<file path="config.mk">
export PLATFORM = sky130hd
export DESIGN_NAME = gbtc_trigger
export DESIGN_NICKNAME = d
export VERILOG_FILES = /design/src/common/gbtc_pkg.sv /design/src/logic/gbtc_trigger.sv
export SDC_FILE = /design/constraint.sdc
export NUM_CORES = 1
export LEC_CHECK = 0
export BUFFER_PORTS_ARGS = -buffer_cell sky130_fd_sc_hd__buf_4
export CORE_UTILIZATION = 45
export DETAILED_ROUTE_END_ITERATION = 7
export PLACE_DENSITY = 0.75
export SLEW_MARGIN = 30
export SYNTH_ARGS = -nofsm -noshare
export SYNTH_HDL_FRONTEND = slang
export SYNTH_SLANG_ARGS = --single-unit
</file>
<file path="constraint.sdc">
create_clock -name clock_i -period 15.52 [get_ports clock_i]
set_input_delay 3.104 -clock clock_i [delete_from_list [all_inputs] [get_ports clock_i]]
set_output_delay 3.104 -clock clock_i [all_outputs]
set_load 0.02 [all_outputs]
</file>
<file path="src/common/gbtc_pkg.sv">
// constants and carrier types for the gate and timed-burst trigger control
// assumes one 100 MHz clock; times are held as clock-cycle counts
package gbtc_pkg;

  // ==========================================================================
  // timing
  localparam int CLK_PERIOD_PS = 10000;
  localparam int MARGIN_PS     = 2500000;
  localparam int MARGIN_CYC    = (MARGIN_PS + CLK_PERIOD_PS - 1)
                                 / CLK_PERIOD_PS;
  localparam int CNT_W         = 32;
  localparam int LVL_W         = 12;
  localparam int NCH           = 2;

  // ==========================================================================
  // modes and sources
  typedef enum logic [1:0] {
    GBTC_MODE_CONT  = 2'b00,
    GBTC_MODE_GATE  = 2'b01,
    GBTC_MODE_BURST = 2'b10
  } gbtc_mode_e;

  typedef enum logic [1:0] {
    GBTC_ST_IDLE  = 2'b00,
    GBTC_ST_DELAY = 2'b01,
    GBTC_ST_RUN   = 2'b10
  } gbtc_state_e;

  typedef struct packed {
    gbtc_mode_e           mode;
    logic                 src_internal;
    logic                 polarity_pos;
    logic [LVL_W-1:0]     gate_level;
    logic [CNT_W-1:0]     trig_period;
    logic [CNT_W-1:0]     trig_delay;
  } gbtc_cfg_s;

  typedef struct packed {
    logic                 sweep_on;
    logic                 mod_on;
    logic                 am_ext_or_ch1;
    logic [CNT_W-1:0]     burst_output_time;
  } gbtc_chcfg_s;

endpackage

</file>
<file path="src/logic/gbtc_trigger.sv">
// gate and timed-burst trigger control for two waveform channels
// assumes synchronous inputs, a sample of the external gate input as an
// unsigned code, and a waveform engine that reports the end of one repetition
`timescale 1ns/10ps
module gbtc_trigger
  import gbtc_pkg::*;
(
  input  wire logic                  clock_i,
  input  wire logic                  rst_i,
  input  wire gbtc_cfg_s             cfg_i,
  input  wire gbtc_chcfg_s [NCH-1:0] ch_cfg_i,
  input  wire logic [LVL_W-1:0]      ext_sample_i,
  input  wire logic [NCH-1:0]        rep_done_i,
  output logic [NCH-1:0]             out_en_o,
  output logic [NCH-1:0]             restart_o,
  output logic                       cfg_ok_o,
  output logic                       trig_o
);

  // ==========================================================================
  // gate qualification
  logic ext_asserted;
  logic int_gate;
  logic gate_raw;
  logic gate_on;
  logic gate_on_q;

  assign ext_asserted = (ext_sample_i >= cfg_i.gate_level);
  assign gate_raw = cfg_i.src_internal ? int_gate : ext_asserted;
  assign gate_on = cfg_i.polarity_pos ? gate_raw : !gate_raw;

  // registered copy marks gate rises for the restart pulse
  always_ff @(posedge clock_i) begin
    if (rst_i) begin
      gate_on_q <= 1'b0;
    end else begin
      gate_on_q <= gate_on;
    end
  end

  // ==========================================================================
  // period check; a violating setting holds the burst engine off
  logic [CNT_W+1:0] need_max;
  logic [CNT_W+1:0] need_ch [NCH];

  function automatic logic uses_rep(input gbtc_chcfg_s c);
    return (c.sweep_on || c.mod_on) && !c.am_ext_or_ch1;
  endfunction

  always_comb begin
    need_max = '0;
    for (int i = 0; i < NCH; i++) begin
      need_ch[i] = (CNT_W+2)'(cfg_i.trig_delay)
                 + (CNT_W+2)'(ch_cfg_i[i].burst_output_time)
                 + (CNT_W+2)'(MARGIN_CYC);
      if (need_ch[i] > need_max) begin
        need_max = need_ch[i];
      end
    end
  end

  logic cfg_ok;
  // rejecting rather than clamping keeps every programmed time exact
  // reject bad ordering
  assign cfg_ok = (CNT_W+2)'(cfg_i.trig_period) > need_max;
  assign cfg_ok_o = cfg_ok;

  // ==========================================================================
  // shared internal trigger period
  logic [CNT_W-1:0] per_cnt;
  logic             trig;
  logic             burst_go;

  assign burst_go = (cfg_i.mode == GBTC_MODE_BURST) && cfg_ok;
  assign trig = burst_go && (per_cnt == '0);
  assign trig_o = trig;
  assign int_gate = trig;

  // both channels count off this one counter, so their bursts stay aligned
  // one period shared by both channels
  always_ff @(posedge clock_i) begin
    if (rst_i || !burst_go) begin
      per_cnt <= '0;
    end else if (per_cnt >= cfg_i.trig_period - 1'b1) begin
      per_cnt <= '0;
    end else begin
      per_cnt <= per_cnt + 1'b1;
    end
  end

  // ==========================================================================
  // per-channel burst engines
  for (genvar c = 0; c < NCH; c++) begin : g_ch
    gbtc_state_e      state;
    logic [CNT_W-1:0] cnt;
    logic             rep_mode;
    logic             run_end;

    // external or channel-one am keeps time
    assign rep_mode = uses_rep(ch_cfg_i[c]);
    // a zero burst time wraps this compare; keep it non-zero in time mode
    assign run_end  = rep_mode ? rep_done_i[c]
                    : (cnt >= ch_cfg_i[c].burst_output_time - 1'b1);

    always_ff @(posedge clock_i) begin
      if (rst_i || !burst_go) begin
        state <= GBTC_ST_IDLE;
        cnt   <= '0;
      end else begin
        case (state)
          GBTC_ST_IDLE: begin
            if (trig) begin
              state <= GBTC_ST_DELAY;
              cnt   <= '0;
            end
          end
          GBTC_ST_DELAY: begin
            if (cnt >= cfg_i.trig_delay) begin
              state <= GBTC_ST_RUN;
              cnt   <= '0;
            end else begin
              cnt <= cnt + 1'b1;
            end
          end
          GBTC_ST_RUN: begin
            if (run_end) begin
              state <= GBTC_ST_IDLE;
            end
            cnt <= cnt + 1'b1;
          end
          default: state <= GBTC_ST_IDLE;
        endcase
      end
    end

    logic next_en;
    always_comb begin
      case (cfg_i.mode)
        GBTC_MODE_GATE:  next_en = gate_on;
        GBTC_MODE_BURST: next_en = (state == GBTC_ST_DELAY)
                                   && (cnt >= cfg_i.trig_delay);
        default:         next_en = 1'b1;
      endcase
    end

    always_ff @(posedge clock_i) begin
      if (rst_i) begin
        out_en_o[c]  <= 1'b0;
        restart_o[c] <= 1'b0;
      end else begin
        out_en_o[c] <= (cfg_i.mode == GBTC_MODE_BURST)
                       ? (next_en || (state == GBTC_ST_RUN && !run_end))
                       : next_en;
        // in burst mode restart marks the first output cycle of each burst
        // in gate mode restart only on gate rise, never while held
        restart_o[c] <= (cfg_i.mode == GBTC_MODE_GATE)
                        ? (gate_on && !gate_on_q)
                        : ((cfg_i.mode == GBTC_MODE_BURST) && next_en);
      end
    end

    // ========================================================================
    // checks
    gate_follow_a: assert property (@(posedge clock_i)
      disable iff (rst_i)
      cfg_i.mode == GBTC_MODE_GATE && $stable(cfg_i)
      |=> out_en_o[c] == $past(gate_on))
      else $error("gate output does not follow gate");
    no_restart_a: assert property (@(posedge clock_i) disable iff (rst_i)
      cfg_i.mode == GBTC_MODE_GATE && gate_on_q && gate_on |=> !restart_o[c])
      else $error("restart while gate held");
    delay_start_a: assert property (@(posedge clock_i)
      disable iff (rst_i)
      state == GBTC_ST_IDLE && trig |=> state == GBTC_ST_DELAY)
      else $error("trigger did not start delay");
    rep_end_a: assert property (@(posedge clock_i) disable iff (rst_i)
      burst_go && state == GBTC_ST_RUN && rep_mode && !rep_done_i[c]
      |=> state == GBTC_ST_RUN)
      else $error("repetition burst ended early");
    time_end_a: assert property (@(posedge clock_i) disable iff (rst_i)
      burst_go && state == GBTC_ST_RUN && !rep_mode
      && cnt >= ch_cfg_i[c].burst_output_time - 1'b1
      |=> state == GBTC_ST_IDLE)
      else $error("timed burst overran");
    burst_open_a: assert property (@(posedge clock_i) disable iff (rst_i)
      burst_go && state == GBTC_ST_DELAY && cnt >= cfg_i.trig_delay
      |=> out_en_o[c] && restart_o[c] && state == GBTC_ST_RUN)
      else $error("burst did not open after delay");
    reject_off_a: assert property (@(posedge clock_i) disable iff (rst_i)
      cfg_i.mode == GBTC_MODE_BURST && !cfg_ok
      ##1 cfg_i.mode == GBTC_MODE_BURST && !cfg_ok |=> !out_en_o[c])
      else $error("rejected setting still drives output");
    burst_cov: cover property (@(posedge clock_i) state == GBTC_ST_RUN);
    rep_cov: cover property (@(posedge clock_i)
      state == GBTC_ST_RUN && rep_mode && rep_done_i[c]);
  end

  polarity_a: assert property (@(posedge clock_i) disable iff (rst_i)
    !cfg_i.src_internal && !cfg_i.polarity_pos
    |-> gate_on == (ext_sample_i < cfg_i.gate_level))
    else $error("polarity not applied");
  source_a: assert property (@(posedge clock_i) disable iff (rst_i)
    !cfg_i.src_internal |-> gate_raw == (ext_sample_i >= cfg_i.gate_level))
    else $error("external source not selected");
  threshold_a: assert property (@(posedge clock_i) disable iff (rst_i)
    ext_sample_i < cfg_i.gate_level |-> !ext_asserted)
    else $error("threshold compare wrong");
  order_a: assert property (@(posedge clock_i) disable iff (rst_i)
    trig |-> cfg_i.trig_period > cfg_i.trig_delay + MARGIN_CYC)
    else $error("trigger with bad period");
  gate_cov: cover property (@(posedge clock_i)
    cfg_i.mode == GBTC_MODE_GATE && out_en_o[0]);
  trig_cov: cover property (@(posedge clock_i) trig ##1 !trig);
  reject_cov: cover property (@(posedge clock_i)
    cfg_i.mode == GBTC_MODE_BURST && !cfg_ok);

endmodule

</file>
-- After elaboration in Yosys (flattened, before gate mapping)
Cells that the tools add are included.
- flip-flop bits (word level): 105
- input port bits: 166
- output and inout port bits: 6
- logic and storage cells: 98
- add/sub/neg operators: 10
- magnitude comparators: 9
- eq/ne operators: 12
- mux-type cells: 24
- reductions and logical operators: 33
- operators with widths (kind ; count):
    $pmux 32 s3 ; 2
    $ge 32x32->1 ; 5
    $add 32x1->32 const B ; 3
    $mux 32 ; 3
    $sub 32x1->32 const B ; 3
    $add 33x8->34 const B ; 2
    $mux 34 ; 2
    $add 32x32->33 ; 2
    $gt 32x34->1 ; 1
    $gt 34x1->1 const B ; 1
    $gt 34x34->1 ; 1
    $logic_not 32->1 ; 1
    $ge 12x12->1 ; 1
    $pmux 2 s3 ; 2
    $logic_and 1x1->1 ; 11
    $mux 2 ; 5
    $ne 2x2->1 const B ; 5
    $mux 1 ; 8
    $logic_not 1->1 ; 7
    $eq 2x1->1 const B ; 3
    $eq 2x2->1 const B ; 3
    $reduce_and 3->1 ; 2
    $reduce_bool 3->1 ; 2
    $logic_or 1x1->1 ; 5
    5 further kinds ; 8

-- Depth between registers and ports, before layout
Gate-level depths: netlist of run 1.
- word-level depth: 15
- mapped depth: 39

-- Worst setup path after synthesis of run 1
Ideal clock, no wire load.
- kind: input port to output port
- from: in cfg_i[14] (netlist bit)
- to: out trig_o
- arrival time: 9.935 ns
- required time: 12.416 ns
- slack: 2.481 ns
- cell stages on the path: 32
- path through: ha_1 -> ha_1 -> a21o_1 -> a31o_2 -> a221o_1 -> or2_2 -> a21o_1 -> a21o_1 -> a21o_1 -> a21o_1 -> xor2_1 -> inv_1 -> ha_1 -> nand4_1 -> or4_1 -> and3b_1 -> a31oi_1 -> o21ai_1 -> clkbuf_1 -> buf_1 -> o21ai_0 -> ha_1 -> a21o_1 -> a21o_1 -> a21oi_1 -> nor2_1 -> o41ai_1 -> a31oi_1 -> and2_1 -> o21ai_2 -> clkbuf_1 -> inv_1
- longest elaborated chain between the ends: 9
- ends and longest elaborated chain (what ; RTL line ; source):
    start: declaration ; gbtc_trigger.sv:10 ; input wire gbtc_cfg_s cfg_i,
    $add 32x32->33 ; gbtc_trigger.sv:54 ; + (CNT_W+2)'(ch_cfg_i[i].burst_output_time)
    $add 33x8->34 ; gbtc_trigger.sv:55 ; + (CNT_W+2)'(MARGIN_CYC);
    $gt 34x1->1 ; gbtc_trigger.sv:56 ; if (need_ch[i] > need_max) begin
    $mux 34 ; gbtc_trigger.sv:56 ;
    $gt 34x34->1 ; gbtc_trigger.sv:56 ;
    $mux 34 (*) ; gbtc_trigger.sv:56 ;
    $gt 32x34->1 (*) ; gbtc_trigger.sv:65 ; assign cfg_ok = (CNT_W+2)'(cfg_i.trig_period) > need_max;
    $logic_and 1x1->1 (*) ; gbtc_trigger.sv:74 ; assign burst_go = (cfg_i.mode == GBTC_MODE_BURST) && cfg_ok;
    $logic_and 1x1->1 (*) ; gbtc_trigger.sv:75 ; assign trig = burst_go && (per_cnt == '0);
    end: declaration ; gbtc_trigger.sv:17 ; output logic trig_o
Every way passes the cells marked *; elsewhere a longest branch is shown, timed or not.

-- Final worst setup path of run 1
- from: in ch_cfg_i[36] (netlist bit)
- to: out trig_o
- longest elaborated chain between the ends: 7
- ends and longest elaborated chain (what ; RTL line ; source):
    start: declaration ; gbtc_trigger.sv:11 ; input wire gbtc_chcfg_s [NCH-1:0] ch_cfg_i,
    $add 32x32->33 (*) ; gbtc_trigger.sv:54 ;
    $add 33x8->34 (*) ; gbtc_trigger.sv:55 ;
    $gt 34x34->1 ; gbtc_trigger.sv:56 ;
    $mux 34 (*) ; gbtc_trigger.sv:56 ;
    $gt 32x34->1 (*) ; gbtc_trigger.sv:65 ;
    $logic_and 1x1->1 (*) ; gbtc_trigger.sv:74 ;
    $logic_and 1x1->1 (*) ; gbtc_trigger.sv:75 ;
Marks and branches as above.

==> impl_metrics.toml, run 1 <==
[layout]
multi_input_area_mm2 = 0.0137
nFillCells = 3345
final-seq-area_mm2 = 0.00210
area_growth_pct = 12.8
drive_gt1_frac = 0.0975
nNetsFinal = 2790
final_common_cell = "ha_1"
final_cell_mix = "381 x ha_1, 178 x buf_4, 164 x inv_1"

[floorplan]
pin_count = 172
die_area_mm2 = 0.0375
die_w_um = 194
start_util = 0.461
core-area_mm2 = 0.0358
die_y_um = 194
rows = 69

[place]
dp_slack_ns = 1.26
hpwlAfterDp_um = 41900
port_buffers = 171
gp_congestion = 1.00

[clock_network]
htreeDepth = 3
cts_root_buffer = "clkbuf_16"
cts_num_sinks = 105
cts-resized-gates = 0
ctsHoldBuffers = 0
cts_tree = "yes"
numCtsBuffers = 9
worstSkewPairLatency_ns = 0.38
post_cts.repair.setup_buffers = 0
clk_pin_slew_ns = 0.07
clockBufferDepth = 2

[yosys]
synth-seq-cells = 105
yosys.area.top_type = "ha_1"
synth_top_area_share = 0.289
synth_compound_area_frac = 0.203
avgSynthCellArea_um2 = 7.92
netlist_area_mm2 = 0.0165
synth_nets = 2634
synth.area.top_cells = "ha_1 29%, dfxtp_1 13%, xnor2_1 6.9%"
synth_top_family_by_area = "adder cells"
synth-xor-area-share = 0.102
synthAdderAreaFrac = 0.291
synth-edff-count = 0
synth_simple_gate_area_frac = 0.210
syn_inst = 2085
yosysWarnings = 0
ys.flop_type = "dfxtp_1"
seq_area_frac_synth = 0.127
async_reset_ff_frac = 0
ys_types = 84
synthMuxAreaShare = 0.0212

[sta]
period_share = 0.912
rsz0062_at_grt = "no"
max_freq_ghz = 0.0707
whs_ns = 0.487
max_slew.worst_pin.slew_ns = 1.05
finalSetupViolCount = 0
fin_skew_ns = 0.0153
setup_tns_ns = 0
final_max_slew_viol_count = 0
maxSlewHeadroom = 0.285
hold_violations = 0
timing.final.ws_setup_ns = 1.37
min_period_ns = 14.15

[power_and_ir_drop]
p_leak_nw = 8.77
seqPwrFrac = 0.216
p_int_mw = 0.697
irDropWorstVdd_v = 0.0000628
p_switching_mw = 0.559
p_sw_frac = 0.445
pwr_density_cell_mw_per_mm2 = 67.4
p_clk_frac = 0.192
power_frac_comb = 0.592

[global_route]
groute.usage.overall = 0.262
grt-ovfl-total = 0
grt_antenna_before_repair = 2
grt_first_pass_wirelength_um = 79600
grt_max_degree = 42
grt_pass1_vias = 15459

[route]
routed_wl_um = 50200
drtAntennaViolNets = 0
dr.pass1.iters = 6
dr_total_vias = 16530
vias_per_cell = 6.10
wl_per_cell_um = 18.5
drc_errors = 0
drtIter0Drc = 1186

[critical_path]
worstPathArrival_ns = 11.04
cp_slowest_cell = "a2111oi_0"
cp.required_ns = 12.42
end_kind = "output pin"
critPathMaxStageDelay_ns = 0.76
ff2ff_setup_slack_ns = 11.49
start_kind = "primary input"
crit_path_frequent_cell = "ha_1"
crit_type = "primary input to output pin"
path_max_fanout = 19

[status]
status = "complete, no violations"

[worst_hold_path]
hp-class = "flip-flop to flip-flop"

[run]
drv_cap = 0
state kept, by name (all words and copies together), names as in the netlist:
signal	cells
gate_on_q	1
g_ch.state	4
restart_o	2
per_cnt	32
g_ch.cnt	64
out_en_o	2
cell type report:
class	count	area share
Multi-Input combinational cell	1782	0.734
Sequential cell	105	0.113
Tap cell	461	0.0310
Antenna cell	1	0.000134
Clock buffer	11	0.0130
Timing Repair Buffer	179	0.0732
Inverter	164	0.0330
Clock inverter	5	0.00255
critical path: cells and delay by family:
| kind | cells | cell delay (ns) |
|---|---|---|
| mux | 1 | 0.21 |
| compound gates | 14 | 3.92 |
| xor+xnor | 1 | 0.16 |
| fa+ha+maj | 5 | 1.47 |
| simple gates | 8 | 1.48 |
| buf+inv | 6 | 0.67 |
cell usage after synthesis, types with 4 or more instances:
library cell,n
a2111oi_0,7
a2111oi_1,9
a211oi_1,30
a21o_1,101
a21oi_1,160
a221oi_1,4
a31oi_1,8
and2_1,10
and3_1,37
and4_1,9
buf_2,4
clkbuf_1,27
dfxtp_1,105
ha_1,381
inv_1,164
mux2i_1,35
nand2_1,113
nand2b_1,31
nand3_1,61
nand4_1,52
nand4b_1,7
nor2_1,149
nor2b_1,20
nor3_1,55
nor4_1,36
o211ai_1,16
o21a_1,11
o21ai_0,88
o21ai_1,6
o21bai_1,14
o31ai_1,25
or3_1,15
or4_1,35
xnor2_1,130
xor2_1,62
routing by layer:
layer  track usage  part of all wire  vias up
met3        0.0385             0.076       78
li1              -                 -     8054
met1         0.357              0.45     7805
met5             0                 0        -
met2         0.423              0.45      593
met4        0.0833             0.024        0
stage by stage:
stage	instance area (um^2)	instances	utilization	total power [mW]
final	18600	2708	0.520	1.26
after detailed placement	18300	2690	0.511	0.995
after global routing	18600	2708	0.520	1.35
after floorplan	16500	2085	-	0.777
after CTS	18600	2706	0.519	1.24
after global placement	18300	2690	0.511	0.964
cells by family (layout without fill, tap and decap cells):
family                     Yosys count  count (layout)
xor gates and xnor gates           192             192
and+or+nand+nor                    653             653
other                                0               1
DFF                                105             105
muxes                               35              35
adders and majority gates          383             383
buffers and inverters              198             359
AOI/OAI and AO/OA                  519             519
path summary, 6_finish.rpt:
kind                               startpoint                           end  cells after the start
setup / recovery                 ch_cfg_i[36]                        trig_o                     35
hold / removal          per_cnt[0]$_SDFF_PP0_         per_cnt[0]$_SDFF_PP0_                      1
setup reg to reg  g_ch[1].cnt[0]$_SDFFE_PP0P_  g_ch[1].cnt[25]$_SDFFE_PP0P_                     13
hold reg to reg         per_cnt[0]$_SDFF_PP0_         per_cnt[0]$_SDFF_PP0_                      1
power groups by stage:
stage	clock, mW	sequential (mW)	combinational [mW]
after global routing	0.254	0.272	0.827
after CTS	0.244	0.271	0.723
final	0.241	0.271	0.744
after floorplan	0	0.279	0.499
after detailed placement	0	0.278	0.717
after global placement	0	0.278	0.686
Power figures use the tool's default switching activity.
==> run 2, diff against run 1 <==
- GPL_TIMING_DRIVEN: not set -> 0
- HOLD_SLACK_MARGIN: not set -> 0.12
- MAX_ROUTING_LAYER: not set -> met4
==> run 2 against run 1 <==
  * Final cell count rose by 0.92%
  * Setup slack worse by 1.1 ns
  * Critical path type unchanged
  * Cell area up 0.51%
  * Via count grew 0.13%
  * Flip-flop and latch count stayed put
  * Maximum frequency down 7.0%
  * Critical path depth stayed put
  * Clock power up 10%
  * Total power grew 1.5%
  * Sequential share of layout area down 0.057 points
  * Combinational power decreased by 0.8%
  * Wire length rose by 3.2%
  * Largest cell class unchanged
==> impl_metrics.toml, run 2 (synthesized netlist as in run 1, its figures left out) <==
[floorplan]
die_w_um = 194
rows = 69
die_y_um = 194
start_util = 0.461
pin_count = 172
die_area_mm2 = 0.0375
core-area_mm2 = 0.0358

[layout]
largest_reg_flops = 64
final-seq-area_mm2 = 0.00210
regMostFlops = "g_ch.cnt"
reg_top3 = "g_ch.cnt: 64 flops, per_cnt: 32 flops, g_ch.state: 4 flops"
drive_gt1_frac = 0.0955
multi_input_area_mm2 = 0.0137
final_cell_mix = "381 x ha_1, 171 x buf_4, 164 x inv_1"
area_growth_pct = 13.4
final_common_cell = "ha_1"
nFillCells = 3416
nNetsFinal = 2816
num_antenna_cells = 0

[critical_path]
path_max_fanout = 10
cp_slowest_cell = "nor4_1"
crit_type = "primary input to output pin"
worst-path-buf-inv = 8
crit_path_frequent_cell = "ha_1"
path_delay_family = "compound AO/OA/AOI/OAI gates"
worstPathArrival_ns = 12.11
rr_worst_depth = 14
end_kind = "output pin"
cp.required_ns = 12.42
start_kind = "primary input"
cp.depth = 35
critPathMaxStageDelay_ns = 0.66

[global_route]
grt_first_pass_wirelength_um = 80800
grt_pass1_vias = 15271
grt-ovfl-total = 0
grt_antenna_before_repair = 0
groute.usage.overall = 0.277
grt_max_degree = 19

[route]
wl_met2_um = 22700
drtIter0Drc = 1200
met3_wirelength_um = 3970
routed_wl_um = 51800
dr.pass1.iters = 5
dr_total_vias = 16552
wl_met1_um = 24000
drtAntennaViolNets = 0
highest_layer = "met4"
vias_per_cell = 6.06
wl_per_cell_um = 19.0
drc_errors = 0

[sta]
max_freq_ghz = 0.0657
final_max_slew_viol_count = 0
timing.final.ws_setup_ns = 0.309
max_slew.worst_pin.slew_ns = 1.06
maxSlewHeadroom = 0.276
fin_skew_ns = 0.00877
min_period_ns = 15.21
hold_violations = 0
setup_tns_ns = 0
finalSetupViolCount = 0
period_share = 0.980

[place]
port_buffers = 171
hpwlAfterDp_um = 43800
gp_congestion = 0.981
dp_slack_ns = -0.0996

[power_and_ir_drop]
irDropWorstVdd_v = 0.0000770
seqPwrFrac = 0.213
pwr_density_cell_mw_per_mm2 = 68.1
p_sw_frac = 0.437
p_clk_frac = 0.209
p_int_mw = 0.719
p_switching_mw = 0.557
p_leak_nw = 8.80
power_frac_comb = 0.578

[clock_network]
cts_root_buffer = "clkbuf_16"
clk_pin_slew_ns = 0.07
clockBufferDepth = 2
cts_tree = "yes"
worstSkewPairLatency_ns = 0.37
numCtsBuffers = 9
htreeDepth = 3
cts_num_sinks = 105

[run]
drv_cap = 0

[status]
status = "complete, no violations"

[worst_hold_path]
hp-class = "flip-flop to flip-flop"
whs_path_depth = 1
==> run 2: changes by cell type in the layout (fill, tap and decap cells not counted), sizes merged <==
cell | before | now
buf | 179 | 177
clkbuf | 11 | 37
clkinv | 2 | 1
diode | 1 | 0
clkdlybuf4s15 | 0 | 1
bufinv | 0 | 2
==> run 2: power groups by stage <==
stage,sequential (mW),combinational (mW),clock (mW)
floorplan,0.279,0.499,0
global placement,0.278,0.696,0
detailed placement,0.278,0.720,0
CTS,0.271,0.727,0.270
global route,0.272,0.818,0.280
finish,0.271,0.738,0.266
==> run 2: layout make-up <==
cell class	count	area share
multi-input combinational	1782	0.730
clock buffer	10	0.0122
clock inverter	6	0.00528
buffer	34	0.00802
timing repair buffer	171	0.0686
sequential	105	0.112
tap	461	0.0308
inverter	164	0.0329
==> run 2: worst paths after layout <==
| kind | start | end | slack (ns) |
|---|---|---|---|
| max | cfg_i[1] | trig_o | 0.31 |
| min reg2reg | per_cnt[0]$_SDFF_PP0_ | per_cnt[0]$_SDFF_PP0_ | 0.48 |
| min | per_cnt[0]$_SDFF_PP0_ | per_cnt[0]$_SDFF_PP0_ | 0.48 |
| max reg2reg | per_cnt[0]$_SDFF_PP0_ | per_cnt[25]$_SDFF_PP0_ | 11.46 |
==> run 2: repair_timing <==
action,4_1_cts,5_1_grt
setup endpoints to repair,1,1
buffers inserted,0,0
resized for setup,2,5
hold buffers,0,0
==> run 2: per-layer routing <==
| metal | vias up | global-route usage |
|---|---|---|
| met5 | - | - |
| li1 | 8106 | - |
| met2 | 602 | 0.424 |
| met3 | 62 | 0.0268 |
| met1 | 7782 | 0.386 |
| met4 | 0 | 0.0735 |
==> run 2: through the flow <==
stage | cells | util | power [mW] | hold WS, ns | area, um^2
after floorplan | 2085 | - | 0.777 | 0.437 | 16500
after global placement | 2717 | 0.513 | 0.974 | 0.456 | 18400
after detailed placement | 2717 | 0.513 | 0.998 | 0.470 | 18400
after CTS | 2733 | 0.522 | 1.27 | 0.487 | 18700
after global routing | 2733 | 0.523 | 1.37 | 0.550 | 18700
final | 2733 | 0.523 | 1.28 | 0.481 | 18700
